<file path="src/design/sideport_pkg.sv">
// shared constants and types of the side-port memory controller
package sideport_pkg;

    // widths
    localparam int ADDR_W = 28;
    localparam int DQ_W = 16;
    localparam int BANK_W = 3;
    localparam int ROW_W = 14;
    localparam int COL_W = 14;
    localparam int CODE_W = 4;
    localparam int TIME_W = 4;

    // device size codes
    localparam logic [CODE_W-1:0] CODE_DDR2_256M = 4'h4;
    localparam logic [CODE_W-1:0] CODE_DDR2_512M = 4'hA;
    localparam logic [CODE_W-1:0] CODE_DDR2_1G = 4'hB;
    localparam logic [CODE_W-1:0] CODE_DDR3_512M = 4'h9;
    localparam logic [CODE_W-1:0] CODE_DDR3_1G = 4'hB;

    // highest transfer rate served, in MT/s
    localparam int MAX_RATE_MT = 800;

    // command encodings {ras_n, cas_n, we_n}
    localparam logic [2:0] CMD_NOP = 3'h7;
    localparam logic [2:0] CMD_ACT = 3'h3;
    localparam logic [2:0] CMD_RD = 3'h5;
    localparam logic [2:0] CMD_WR = 3'h4;
    localparam logic [2:0] CMD_PRE = 3'h2;

    // reset values and byte mask encodings
    localparam logic [TIME_W-1:0] TIME_RST = 4'h0;
    localparam logic [DQ_W-1:0] DQ_RST = 16'h0000;
    localparam logic [1:0] MASK_NONE = 2'h0;
    localparam logic [1:0] MASK_LOW = 2'h1;
    localparam logic [1:0] MASK_HIGH = 2'h2;

    typedef enum logic [1:0] {
        src_gfx,
        src_display,
        src_other,
        src_spare
    } src_e;

    typedef struct packed {
        logic [ADDR_W-1:0] addr;
        logic write;
        logic byte_only;
        src_e src;
        logic [DQ_W-1:0] wdata;
    } req_s;

    typedef struct packed {
        logic [BANK_W-1:0] bank;
        logic [ROW_W-1:0] row;
        logic [COL_W-1:0] col;
        logic [1:0] mask;
    } loc_s;

endpackage

</file>
<file path="src/design/sideport_addr_map.sv">
// physical address to bank, row, column and byte mask translation
`timescale 1ns/10ps
`default_nettype none

module sideport_addr_map (
    // request address
    input wire logic [sideport_pkg::ADDR_W-1:0] paddr,
    input wire logic byte_only,
    input wire logic pre_flag,
    // geometry selection
    input wire logic is_ddr3,
    input wire logic [sideport_pkg::CODE_W-1:0] size_code,
    input wire logic interleave,
    // result
    output sideport_pkg::loc_s loc,
    output logic geom_ok
);

    logic tiny;
    logic wide;
    logic bank3;
    logic [sideport_pkg::BANK_W-1:0] bank_raw;
    logic [sideport_pkg::BANK_W-1:0] bank_mix;

    // geometry from the size code
    assign tiny = !is_ddr3 && (size_code == sideport_pkg::CODE_DDR2_256M);
    assign wide = is_ddr3 ? (size_code == sideport_pkg::CODE_DDR3_1G)
                          : (size_code == sideport_pkg::CODE_DDR2_1G);
    assign bank3 = is_ddr3 || wide;
    assign geom_ok = is_ddr3
        ? (size_code == sideport_pkg::CODE_DDR3_512M) || wide
        : tiny || wide || (size_code == sideport_pkg::CODE_DDR2_512M);

    // bank bits sit just above the highest mapped address bit
    assign bank_raw = wide ? paddr[27:25]
                    : tiny ? {1'b0, paddr[24:23]}
                    : bank3 ? paddr[26:24]
                    : {1'b0, paddr[25:24]};
    // interleaved mode spreads neighbouring pages over banks
    assign bank_mix = interleave ? bank_raw ^ paddr[17:15] : bank_raw;
    assign loc.bank = bank3 ? bank_mix : {1'b0, bank_mix[1:0]};

    assign loc.row = {wide ? paddr[24] : 1'b0,
                      tiny ? paddr[10] : paddr[23],
                      paddr[14:11],
                      paddr[22:15]};

    assign loc.col = {3'h0,
                      pre_flag,
                      tiny ? 1'b0 : paddr[10],
                      paddr[9:1]};

    // P0 picks the byte lane only
    assign loc.mask = !byte_only ? sideport_pkg::MASK_NONE
                    : paddr[0] ? sideport_pkg::MASK_LOW
                    : sideport_pkg::MASK_HIGH;

endmodule

`default_nettype wire

</file>
<file path="src/design/sideport_ddr_addr_mapper.sv">
// side-port frame buffer memory controller, one x16 device
//
// What this block does
// - one DDR2 rank on a 16-bit bus
// - exactly one chip select output
// - DDR2 x16 of 256, 512, 1024 Mbit
// - DDR2 codes 4, 10, 11 select geometry
// - DDR3 one x16 device, 512 or 1024 Mbit
// - DDR3 codes 9 and 11 select geometry
// - row bits built from P10 to P23
// - column P1 to P10, A10 precharge flag
// - largest devices add P24 on A13
// - up to 800 MT/s, interleaved mode
// - display refresh fetched from this memory
// - timing and options come from configuration
// - only graphics core and display refresh requesters are served
`timescale 1ns/10ps
`default_nettype none

module sideport_ddr_addr_mapper (
    // clock and reset
    input wire logic clk,
    input wire logic sys_rst,
    // configuration
    input wire logic cfg_is_ddr3,
    input wire logic [sideport_pkg::CODE_W-1:0] cfg_size_code,
    input wire logic cfg_interleave,
    input wire logic cfg_auto_pre,
    input wire logic [sideport_pkg::TIME_W-1:0] cfg_t_rcd,
    input wire logic [sideport_pkg::TIME_W-1:0] cfg_t_cl,
    input wire logic [sideport_pkg::TIME_W-1:0] cfg_t_rp,
    output logic cfg_bad,
    // request from the graphics side
    input wire logic req_valid,
    input wire sideport_pkg::req_s req,
    output logic req_ready,
    // answer
    output logic resp_valid,
    output logic resp_err,
    output logic [sideport_pkg::DQ_W-1:0] resp_rdata,
    // memory pins
    output logic mem_cs_n,
    output logic mem_ras_n,
    output logic mem_cas_n,
    output logic mem_we_n,
    output logic [sideport_pkg::BANK_W-1:0] mem_ba,
    output logic [sideport_pkg::ROW_W-1:0] mem_a,
    output logic [1:0] mem_dm,
    output logic [sideport_pkg::DQ_W-1:0] mem_dq_o,
    output logic mem_dq_oe_n,
    input wire logic [sideport_pkg::DQ_W-1:0] mem_dq_i
);

    typedef enum logic [2:0] {
        st_idle,
        st_act,
        st_rcd,
        st_rw,
        st_lat,
        st_pch,
        st_rp
    } state_e;

    state_e state_q;
    state_e state_d;

    // latched request
    sideport_pkg::loc_s loc_q;
    sideport_pkg::loc_s loc_w;
    logic write_q;
    logic [sideport_pkg::DQ_W-1:0] wdata_q;
    logic pre_q;
    logic geom_ok;

    // registered pin values
    logic [2:0] cmd_q;
    logic [2:0] cmd_d;
    logic cs_n_q;
    logic [sideport_pkg::BANK_W-1:0] ba_q;
    logic [sideport_pkg::ROW_W-1:0] a_q;
    logic [sideport_pkg::ROW_W-1:0] a_d;
    logic [1:0] dm_q;
    logic [sideport_pkg::DQ_W-1:0] dq_o_q;
    logic dq_oe_n_q;
    logic dq_oe_n_d;

    // read data synchroniser
    logic [sideport_pkg::DQ_W-1:0] dq_s1_q;
    logic [sideport_pkg::DQ_W-1:0] dq_s2_q;

    // answer registers
    logic resp_valid_q;
    logic resp_err_q;
    logic [sideport_pkg::DQ_W-1:0] rdata_q;

    // timer controls
    logic rcd_start;
    logic rcd_done;
    logic lat_start;
    logic lat_done;
    logic rp_start;
    logic rp_done;

    // request qualification
    logic take;
    logic src_ok;
    logic reject;
    logic accept;

    sideport_addr_map u_map (
        .paddr(req.addr),
        .byte_only(req.byte_only),
        .pre_flag(cfg_auto_pre),
        .is_ddr3(cfg_is_ddr3),
        .size_code(cfg_size_code),
        .interleave(cfg_interleave),
        .loc(loc_w),
        .geom_ok(geom_ok)
    );

    // programmed waits between commands
    sideport_timer #(.W(sideport_pkg::TIME_W)) u_rcd (
        .clk(clk),
        .sys_rst(sys_rst),
        .start(rcd_start),
        .count(cfg_t_rcd),
        .done(rcd_done)
    );

    sideport_timer #(.W(sideport_pkg::TIME_W)) u_lat (
        .clk(clk),
        .sys_rst(sys_rst),
        .start(lat_start),
        .count(cfg_t_cl),
        .done(lat_done)
    );

    sideport_timer #(.W(sideport_pkg::TIME_W)) u_rp (
        .clk(clk),
        .sys_rst(sys_rst),
        .start(rp_start),
        .count(cfg_t_rp),
        .done(rp_done)
    );

    // graphics core and display refresh only
    assign src_ok = (req.src == sideport_pkg::src_gfx)
                 || (req.src == sideport_pkg::src_display);
    assign cfg_bad = !geom_ok;
    assign req_ready = (state_q == st_idle);
    assign take = req_valid && req_ready;
    assign reject = take && (!src_ok || !geom_ok);
    assign accept = take && src_ok && geom_ok;

    assign rcd_start = (state_q == st_act);
    assign lat_start = (state_q == st_rw);
    assign rp_start = (state_q == st_pch)
                   || ((state_q == st_lat) && lat_done && pre_q);

    // state sequencing
    always_comb begin
        state_d = state_q;
        unique case (state_q)
            st_idle: begin
                if (accept) begin
                    state_d = st_act;
                end
            end
            st_act: begin
                state_d = st_rcd;
            end
            st_rcd: begin
                if (rcd_done) begin
                    state_d = st_rw;
                end
            end
            st_rw: begin
                state_d = st_lat;
            end
            st_lat: begin
                if (lat_done) begin
                    state_d = pre_q ? st_rp : st_pch;
                end
            end
            st_pch: begin
                state_d = st_rp;
            end
            st_rp: begin
                if (rp_done) begin
                    state_d = st_idle;
                end
            end
        endcase
    end

    // command and address for the next pin cycle
    assign cmd_d = (state_q == st_act) ? sideport_pkg::CMD_ACT
                 : (state_q == st_rw) ? (write_q ? sideport_pkg::CMD_WR
                                                 : sideport_pkg::CMD_RD)
                 : (state_q == st_pch) ? sideport_pkg::CMD_PRE
                 : sideport_pkg::CMD_NOP;
    assign a_d = (state_q == st_act) ? loc_q.row
               : (state_q == st_rw) ? loc_q.col
               : '0;
    assign dq_oe_n_d = !(write_q && ((state_q == st_rw) || (state_q == st_lat)));

    always_ff @(posedge clk or posedge sys_rst) begin
        if (sys_rst) begin
            state_q <= st_idle;
        end else begin
            state_q <= state_d;
        end
    end

    // request capture
    always_ff @(posedge clk or posedge sys_rst) begin
        if (sys_rst) begin
            loc_q <= '0;
            write_q <= 1'b0;
            wdata_q <= sideport_pkg::DQ_RST;
            pre_q <= 1'b0;
        end else if (accept) begin
            loc_q <= loc_w;
            write_q <= req.write;
            wdata_q <= req.wdata;
            pre_q <= cfg_auto_pre;
        end
    end

    // single rank, chip select only during commands
    always_ff @(posedge clk or posedge sys_rst) begin
        if (sys_rst) begin
            cmd_q <= sideport_pkg::CMD_NOP;
            cs_n_q <= 1'b1;
            ba_q <= '0;
            a_q <= '0;
        end else begin
            cmd_q <= cmd_d;
            cs_n_q <= (cmd_d == sideport_pkg::CMD_NOP);
            ba_q <= loc_q.bank;
            a_q <= a_d;
        end
    end

    // 16-bit data lanes and byte masks
    always_ff @(posedge clk or posedge sys_rst) begin
        if (sys_rst) begin
            dm_q <= sideport_pkg::MASK_NONE;
            dq_o_q <= sideport_pkg::DQ_RST;
            dq_oe_n_q <= 1'b1;
        end else begin
            dm_q <= loc_q.mask;
            dq_o_q <= wdata_q;
            dq_oe_n_q <= dq_oe_n_d;
        end
    end

    always_ff @(posedge clk or posedge sys_rst) begin
        if (sys_rst) begin
            dq_s1_q <= sideport_pkg::DQ_RST;
            dq_s2_q <= sideport_pkg::DQ_RST;
        end else begin
            dq_s1_q <= mem_dq_i;
            dq_s2_q <= dq_s1_q;
        end
    end

    // answer: error at once, data after the access latency
    always_ff @(posedge clk or posedge sys_rst) begin
        if (sys_rst) begin
            resp_valid_q <= 1'b0;
            resp_err_q <= 1'b0;
            rdata_q <= sideport_pkg::DQ_RST;
        end else begin
            resp_valid_q <= reject || ((state_q == st_lat) && lat_done);
            resp_err_q <= reject;
            if ((state_q == st_lat) && lat_done && !write_q) begin
                rdata_q <= dq_s2_q;
            end
        end
    end

    assign resp_valid = resp_valid_q;
    assign resp_err = resp_err_q;
    assign resp_rdata = rdata_q;
    assign mem_cs_n = cs_n_q;
    assign mem_ras_n = cmd_q[2];
    assign mem_cas_n = cmd_q[1];
    assign mem_we_n = cmd_q[0];
    assign mem_ba = ba_q;
    assign mem_a = a_q;
    assign mem_dm = dm_q;
    assign mem_dq_o = dq_o_q;
    assign mem_dq_oe_n = dq_oe_n_q;

endmodule

`default_nettype wire

</file>
<file path="src/design/sideport_timer.sv">
// down-counting wait timer loaded from a programmed cycle count
`timescale 1ns/10ps
`default_nettype none

module sideport_timer #(
    parameter int W = 4
) (
    // clock and reset
    input wire logic clk,
    input wire logic sys_rst,
    // control
    input wire logic start,
    input wire logic [W-1:0] count,
    // status
    output logic done
);

    logic [W-1:0] cnt_q;
    logic [W-1:0] cnt_d;

    assign cnt_d = start ? count : (cnt_q != '0) ? cnt_q - 1'b1 : cnt_q;
    assign done = (cnt_q == '0) && !start;

    always_ff @(posedge clk or posedge sys_rst) begin
        if (sys_rst) begin
            cnt_q <= '0;
        end else begin
            cnt_q <= cnt_d;
        end
    end

endmodule

`default_nettype wire

</file>
<file path="config.mk">
export PLATFORM = sky130hd
export DESIGN_NAME = sideport_ddr_addr_mapper
export DESIGN_NICKNAME = d
export VERILOG_FILES = /design/src/design/sideport_pkg.sv /design/src/design/sideport_addr_map.sv /design/src/design/sideport_ddr_addr_mapper.sv /design/src/design/sideport_timer.sv
export SDC_FILE = /design/constraint.sdc
export NUM_CORES = 1
export LEC_CHECK = 0
export BUFFER_PORTS_ARGS = -buffer_cell sky130_fd_sc_hd__buf_2
export CORE_MARGIN = 5
export CORE_UTILIZATION = 45
export CTS_BUF_LIST = sky130_fd_sc_hd__clkbuf_8 sky130_fd_sc_hd__clkbuf_16
export CTS_CLUSTER_SIZE = 28
export DETAILED_ROUTE_END_ITERATION = 8
export GPL_TIMING_DRIVEN = 0
export PLACE_DENSITY = 0.77
export SETUP_SLACK_MARGIN = 0.2
export SYNTH_ARGS = -nofsm -noshare
export SYNTH_HDL_FRONTEND = slang
export SYNTH_SLANG_ARGS = --single-unit
</file>
<file path="constraint.sdc">
create_clock -name clk -period 10.91 [get_ports clk]
set_input_delay 0.5455 -clock clk [delete_from_list [all_inputs] [get_ports clk]]
set_output_delay 0.5455 -clock clk [all_outputs]
set_load 0.05 [all_outputs]
</file>
==> tab_implementation.tex <==
\begin{tabular}{lr}
\hline
Metric & Value \\
\hline
\multicolumn{2}{l}{\textbf{Clock tree}} \\
\quad Maximum buffer depth of the clock tree & 2 \\
\quad Clock sinks & $\sim$150 \\
\quad CTS tree & done \\
\quad Clock buffer count from CTS & 17 \\
\quad Number of H-tree levels & 4 \\
\quad Clock transition time at the flip-flop clock pins of the worst setup and hold paths & approximately 60 ps \\
\quad Quantity of gates resized following cts & 0 \\
\quad Hold buffers post-CTS & 0 \\
\quad Worst-Skew Late Latency & about 410 ps \\
\quad Number of buffers inserted to repair setup after CTS & 0 \\
\quad Clock root buffer master & clkbuf\_16 \\
\multicolumn{2}{l}{\textbf{Floorplan}} \\
\quad Placeable core region & $\sim$12000 um2 \\
\quad Width of the die & roughly 120 um \\
\quad Effective utilization at floorplan & 46.32\% \\
\quad IO Pins & $\sim$150 \\
\quad Die height & 121.7 um \\
\quad Row Count & 40 \\
\quad Die ar. & 14800 um2 \\
\multicolumn{2}{l}{\textbf{Synth}} \\
\quad Number of instances in the synthesized netlist & approximately 370 \\
\quad Sequential fraction of the synthesis area & around two thirds \\
\quad Number of synthesized register bits & 152 \\
\quad Synthesized area & around 5600 um2 \\
\quad Warnings from Yosys & 0 \\
\quad Synthesized-area fraction occupied by ao, oa, aoi and oai cells & 6.155\% \\
\quad Prevailing post-synth register cell & dfrtp\_1 \\
\quad Area fraction in and, or, nand and nor cells after synthesis & under 10\% \\
\quad Portion of netlist area occupied by mux cells & between 10\% and 20\% \\
\quad Post-synth EDFFs & 0 \\
\quad Avg Cell Area, Syn & between 15 and 20 um2 \\
\quad Most numerous cell types in the synthesized netlist & dfrtp\_1, mux2\_4, nand2\_1, mux2\_2, nor2\_1 \\
\quad Dominant combinational cell family by area after synthesis & multiplexers \\
\quad Post-synth top area cell & dfrtp\_1 \\
\quad Distinct cells, synth & 40 \\
\quad Count leader, synth & dfrtp\_1 \\
\quad Leading cell types by total area after synthesis & dfrtp\_1, mux2\_4, mux2\_2 \\
\quad Fraction of post-synthesis cell area in the top cell type by area & roughly two thirds \\
\quad Proportion of register bits with asynchronous set or reset after synthesis & between 90\% and 100\% \\
\quad Parity-gate share of the synthesized area counting xor and xnor cells & 1.561\% \\
\quad Mapped Nets & around 460 \\
\quad Post-synthesis share of cell area spent on full adders, half adders and majority gates & approximately 1.3\% \\
\multicolumn{2}{l}{\textbf{Setup path}} \\
\quad Slowest cell on the critical path & nor3b\_2 \\
\quad CP required & about 11000 ps \\
\quad Worst path cell trace & inv\_1 -> ha\_1 -> nor3b\_2 -> nand2\_1 -> nor2\_2 -> buf\_2 -> mux2\_2 \\
\quad CP startpoint & u\_lat.cnt\_q[0] \\
\quad Crit-path leading delay family & simple AND/OR/NAND/NOR gates \\
\quad RR Endpoint & resp\_rdata[7] \\
\quad R2R cell count & 7 \\
\quad Setup slack of the most critical reg-to-reg path & 8410 ps \\
\quad CP Class & register to register \\
\quad Total number of cells along the worst setup path & 7 \\
\quad Capture point of the critical path & resp\_rdata[7] \\
\quad Kind of launch point of the worst setup path & register \\
\quad Reg2Reg Launch Point & u\_lat.cnt\_q[0] \\
\quad Longest individual stage delay on the worst path & 410 ps \\
\quad Crit path buffers/inverters & 2 \\
\quad Worst-path fanout max & 10 \\
\quad Critical path endpoint category & register \\
\quad Worst path arrival time & approximately 2800 ps \\
\multicolumn{2}{l}{\textbf{Global routing}} \\
\quad Pin count of the biggest net entering global routing & 88 \\
\quad Total global-route track usage & between 10\% and 20\% \\
\quad Via count of the first global-routing pass & about 3800 \\
\quad Initial antenna violation count & 0 \\
\quad Wire length of the first global-routing pass & between 15000 and 20000 um \\
\quad Overflow left after global routing & 0 \\
\multicolumn{2}{l}{\textbf{Final layout}} \\
\quad Antenna Cells & 0 \\
\quad Sequential cell area & 3810 um2 \\
\quad Area growth from synthesis to layout & 28.03\% \\
\quad Layout cells sized above 1 & 46.07\% \\
\quad Layout net count & around 630 \\
\quad Fillers & a little under 1000 \\
\quad Area occupied by multi-input gates & between 1500 and 2000 um2 \\
\quad Final instance area & $\sim$7200 um2 \\
\multicolumn{2}{l}{\textbf{STA}} \\
\quad Largest clock skew in the final design & slightly above 7 ps \\
\quad Maximum clock frequency & between 300 and 400 MHz \\
\quad Post-Route Setup TNS & 0 ps \\
\quad Setup Viol. Count Final & 0 \\
\quad Slew of the pin with the lowest slew margin & 742.6 ps \\
\quad Final-report max-slew violation count & 0 \\
\quad Worst-case headroom to the max-slew limit & approximately half \\
\quad Share of the cycle needed by the critical path after routing & between 20\% and 30\% \\
\quad Minimum clock period after layout & 2503 ps \\
\quad Smallest setup slack after layout & roughly 8400 ps \\
\quad Final-report hold violation count & 0 \\
\quad Setup repair after global routing missed its margin & no \\
\multicolumn{2}{l}{\textbf{Drt}} \\
\quad Number of vias after detailed routing & 3497 \\
\quad First-pass iteration count of the detailed router & 4 \\
\quad Initial DRC Count & $\sim$160 \\
\quad Total wirelength of the detailed-routed design & about 12000 um \\
\quad Post-detailed-route wirelength per cell & about 17 um \\
\quad Per-cell via count in the routed design & roughly 4.9 \\
\quad DRT antenna net count & 0 \\
\quad Remaining design rule violation count & 0 \\
\multicolumn{2}{l}{\textbf{Status}} \\
\quad Result of the run & complete, no violations \\
\multicolumn{2}{l}{\textbf{Hold path}} \\
\quad Tightest Hold Check Type & primary input to async pin \\
\multicolumn{2}{l}{\textbf{Power}} \\
\quad Sum of internal, switching and leakage power & roughly 2 mW \\
\quad Worst VDD drop & about 0.00018 V \\
\quad Power density relative to cell area & between 200 and 300 nW/um2 \\
\quad Static leakage & 3.757 nW \\
\multicolumn{2}{l}{\textbf{Place}} \\
\quad Final Wtd Congestion & between 0.7 and 0.8 \\
\quad Port Buffers & approximately 140 \\
\quad DP Wirelength & about 8500 um \\
\quad Setup Slack @ Placement & between 8000 and 9000 ps \\
\quad Cell area after placement & around 6600 um2 \\
\multicolumn{2}{l}{\textbf{Flow run}} \\
\quad Max-cap viol count & 0 \\
\hline
\end{tabular}
==> routing by layer <==
layer	vias up	track usage, %	part of all wire (%)	wire length [um]
li1	1609	-	-	-
met2	117	28.12	51	6092
met3	12	6.128	6.3	752
met5	-	0	0	0
met1	1759	21.01	42	5028
met4	0	5.882	1.0	121
==> power breakdown <==
group / switching [mW] / internal (mW) / total (mW) / leakage, nW
combinational: 0.381 / 0.234 / 0.615 / 1.51
clock: 0.224 / 0.377 / 0.601 / 0.308
sequential: 0.0970 / 0.743 / 0.840 / 1.94
==> layout by cell type, fill, tap and decap left out, drive strengths merged <==
| cell type | n |
|---|---|
| a211oi | 1 |
| a21o | 2 |
| a21oi | 12 |
| a22o | 11 |
| a31oi | 2 |
| and2 | 3 |
| and4b | 1 |
| buf | 150 |
| bufinv | 3 |
| clkbuf | 28 |
| clkinv | 6 |
| dfrtp | 147 |
| dfstp | 5 |
| ha | 6 |
| inv | 12 |
| mux2 | 59 |
| mux2i | 1 |
| nand2 | 23 |
| nand2b | 2 |
| nand3b | 1 |
| nand4b | 1 |
| nor2 | 18 |
| nor2b | 2 |
| nor3 | 6 |
| nor3b | 5 |
| o21a | 2 |
| o21ai | 16 |
| o221ai | 1 |
| o22ai | 2 |
| o31ai | 3 |
| or3 | 3 |
| or3b | 1 |
| or4b | 2 |
| xnor2 | 6 |
| xor2 | 4 |
==> cell type report <==
class / instances / area share, %
flip-flops and latches: 152 / 53.04
multi-input cells: 196 / 23.36
repair buffers: 144 / 10.35
clock buffers: 20 / 6.497
well taps: 168 / 2.926
clock inverters: 11 / 2.055
plain buffers: 14 / 1.184
inverters: 10 / 0.5922
==> worst min-delay path by stage <==
stage / depth (start not counted) / endpoint / from / slack [ps]
floorplan: 0 / dq_s2_q[0] / dq_s1_q[0] / 330
global placement: 0 / dq_s2_q[11] / dq_s1_q[11] / 330
detailed placement: 0 / dq_s2_q[5] / dq_s1_q[5] / 330
CTS: 1 / dq_s1_q[14] / mem_dq_i[14] / 210
global route: 1 / dq_s1_q[11] / mem_dq_i[11] / 210
finish: 2 / resp_rdata[14] / sys_rst / 210
==> worst register-to-register path, cell delays in order, from the launching register on <==
cell and delay [ps]:
dfrtp_1 380, inv_1 110, ha_1 180, nor3b_2 410, nand2_1 200, nor2_2 400, buf_2 340, mux2_2 370
==> metrics by stage <==
| stage | hold slack [ps] | util [%] | cells |
|---|---|---|---|
| 3_5_place_dp | 334.7 | 54.24 | 684 |
| 5_1_grt | 209.9 | 59.31 | 715 |
| 2_1_floorplan | 331.2 | - | 372 |
| 6_report | 209.0 | 59.31 | 715 |
| 4_1_cts | 214.4 | 59.31 | 715 |
| 3_3_place_gp | 332.4 | 53.97 | 683 |
==> kinds of logic after synthesis <==
group | count (synthesis)
AOI/OAI and AO/OA | 52
muxes | 60
DFF | 152
adders and majority gates | 6
xor gates and xnor gates | 10
buffers and inverters | 24
and+or+nand+nor | 68
==> sequential cells by signal, indices dropped and copies added (netlist names), 2 cells and up <==
signal / flops
loc_q: 29
dq_s1_q: 16
dq_s2_q: 16
mem_dq_o: 16
resp_rdata: 16
wdata_q: 16
mem_a: 14
u_lat.cnt_q: 4
u_rcd.cnt_q: 4
u_rp.cnt_q: 4
cmd_q: 3
mem_ba: 3
state_q: 3
mem_dm: 2
Power figures use the tool's default switching activity.
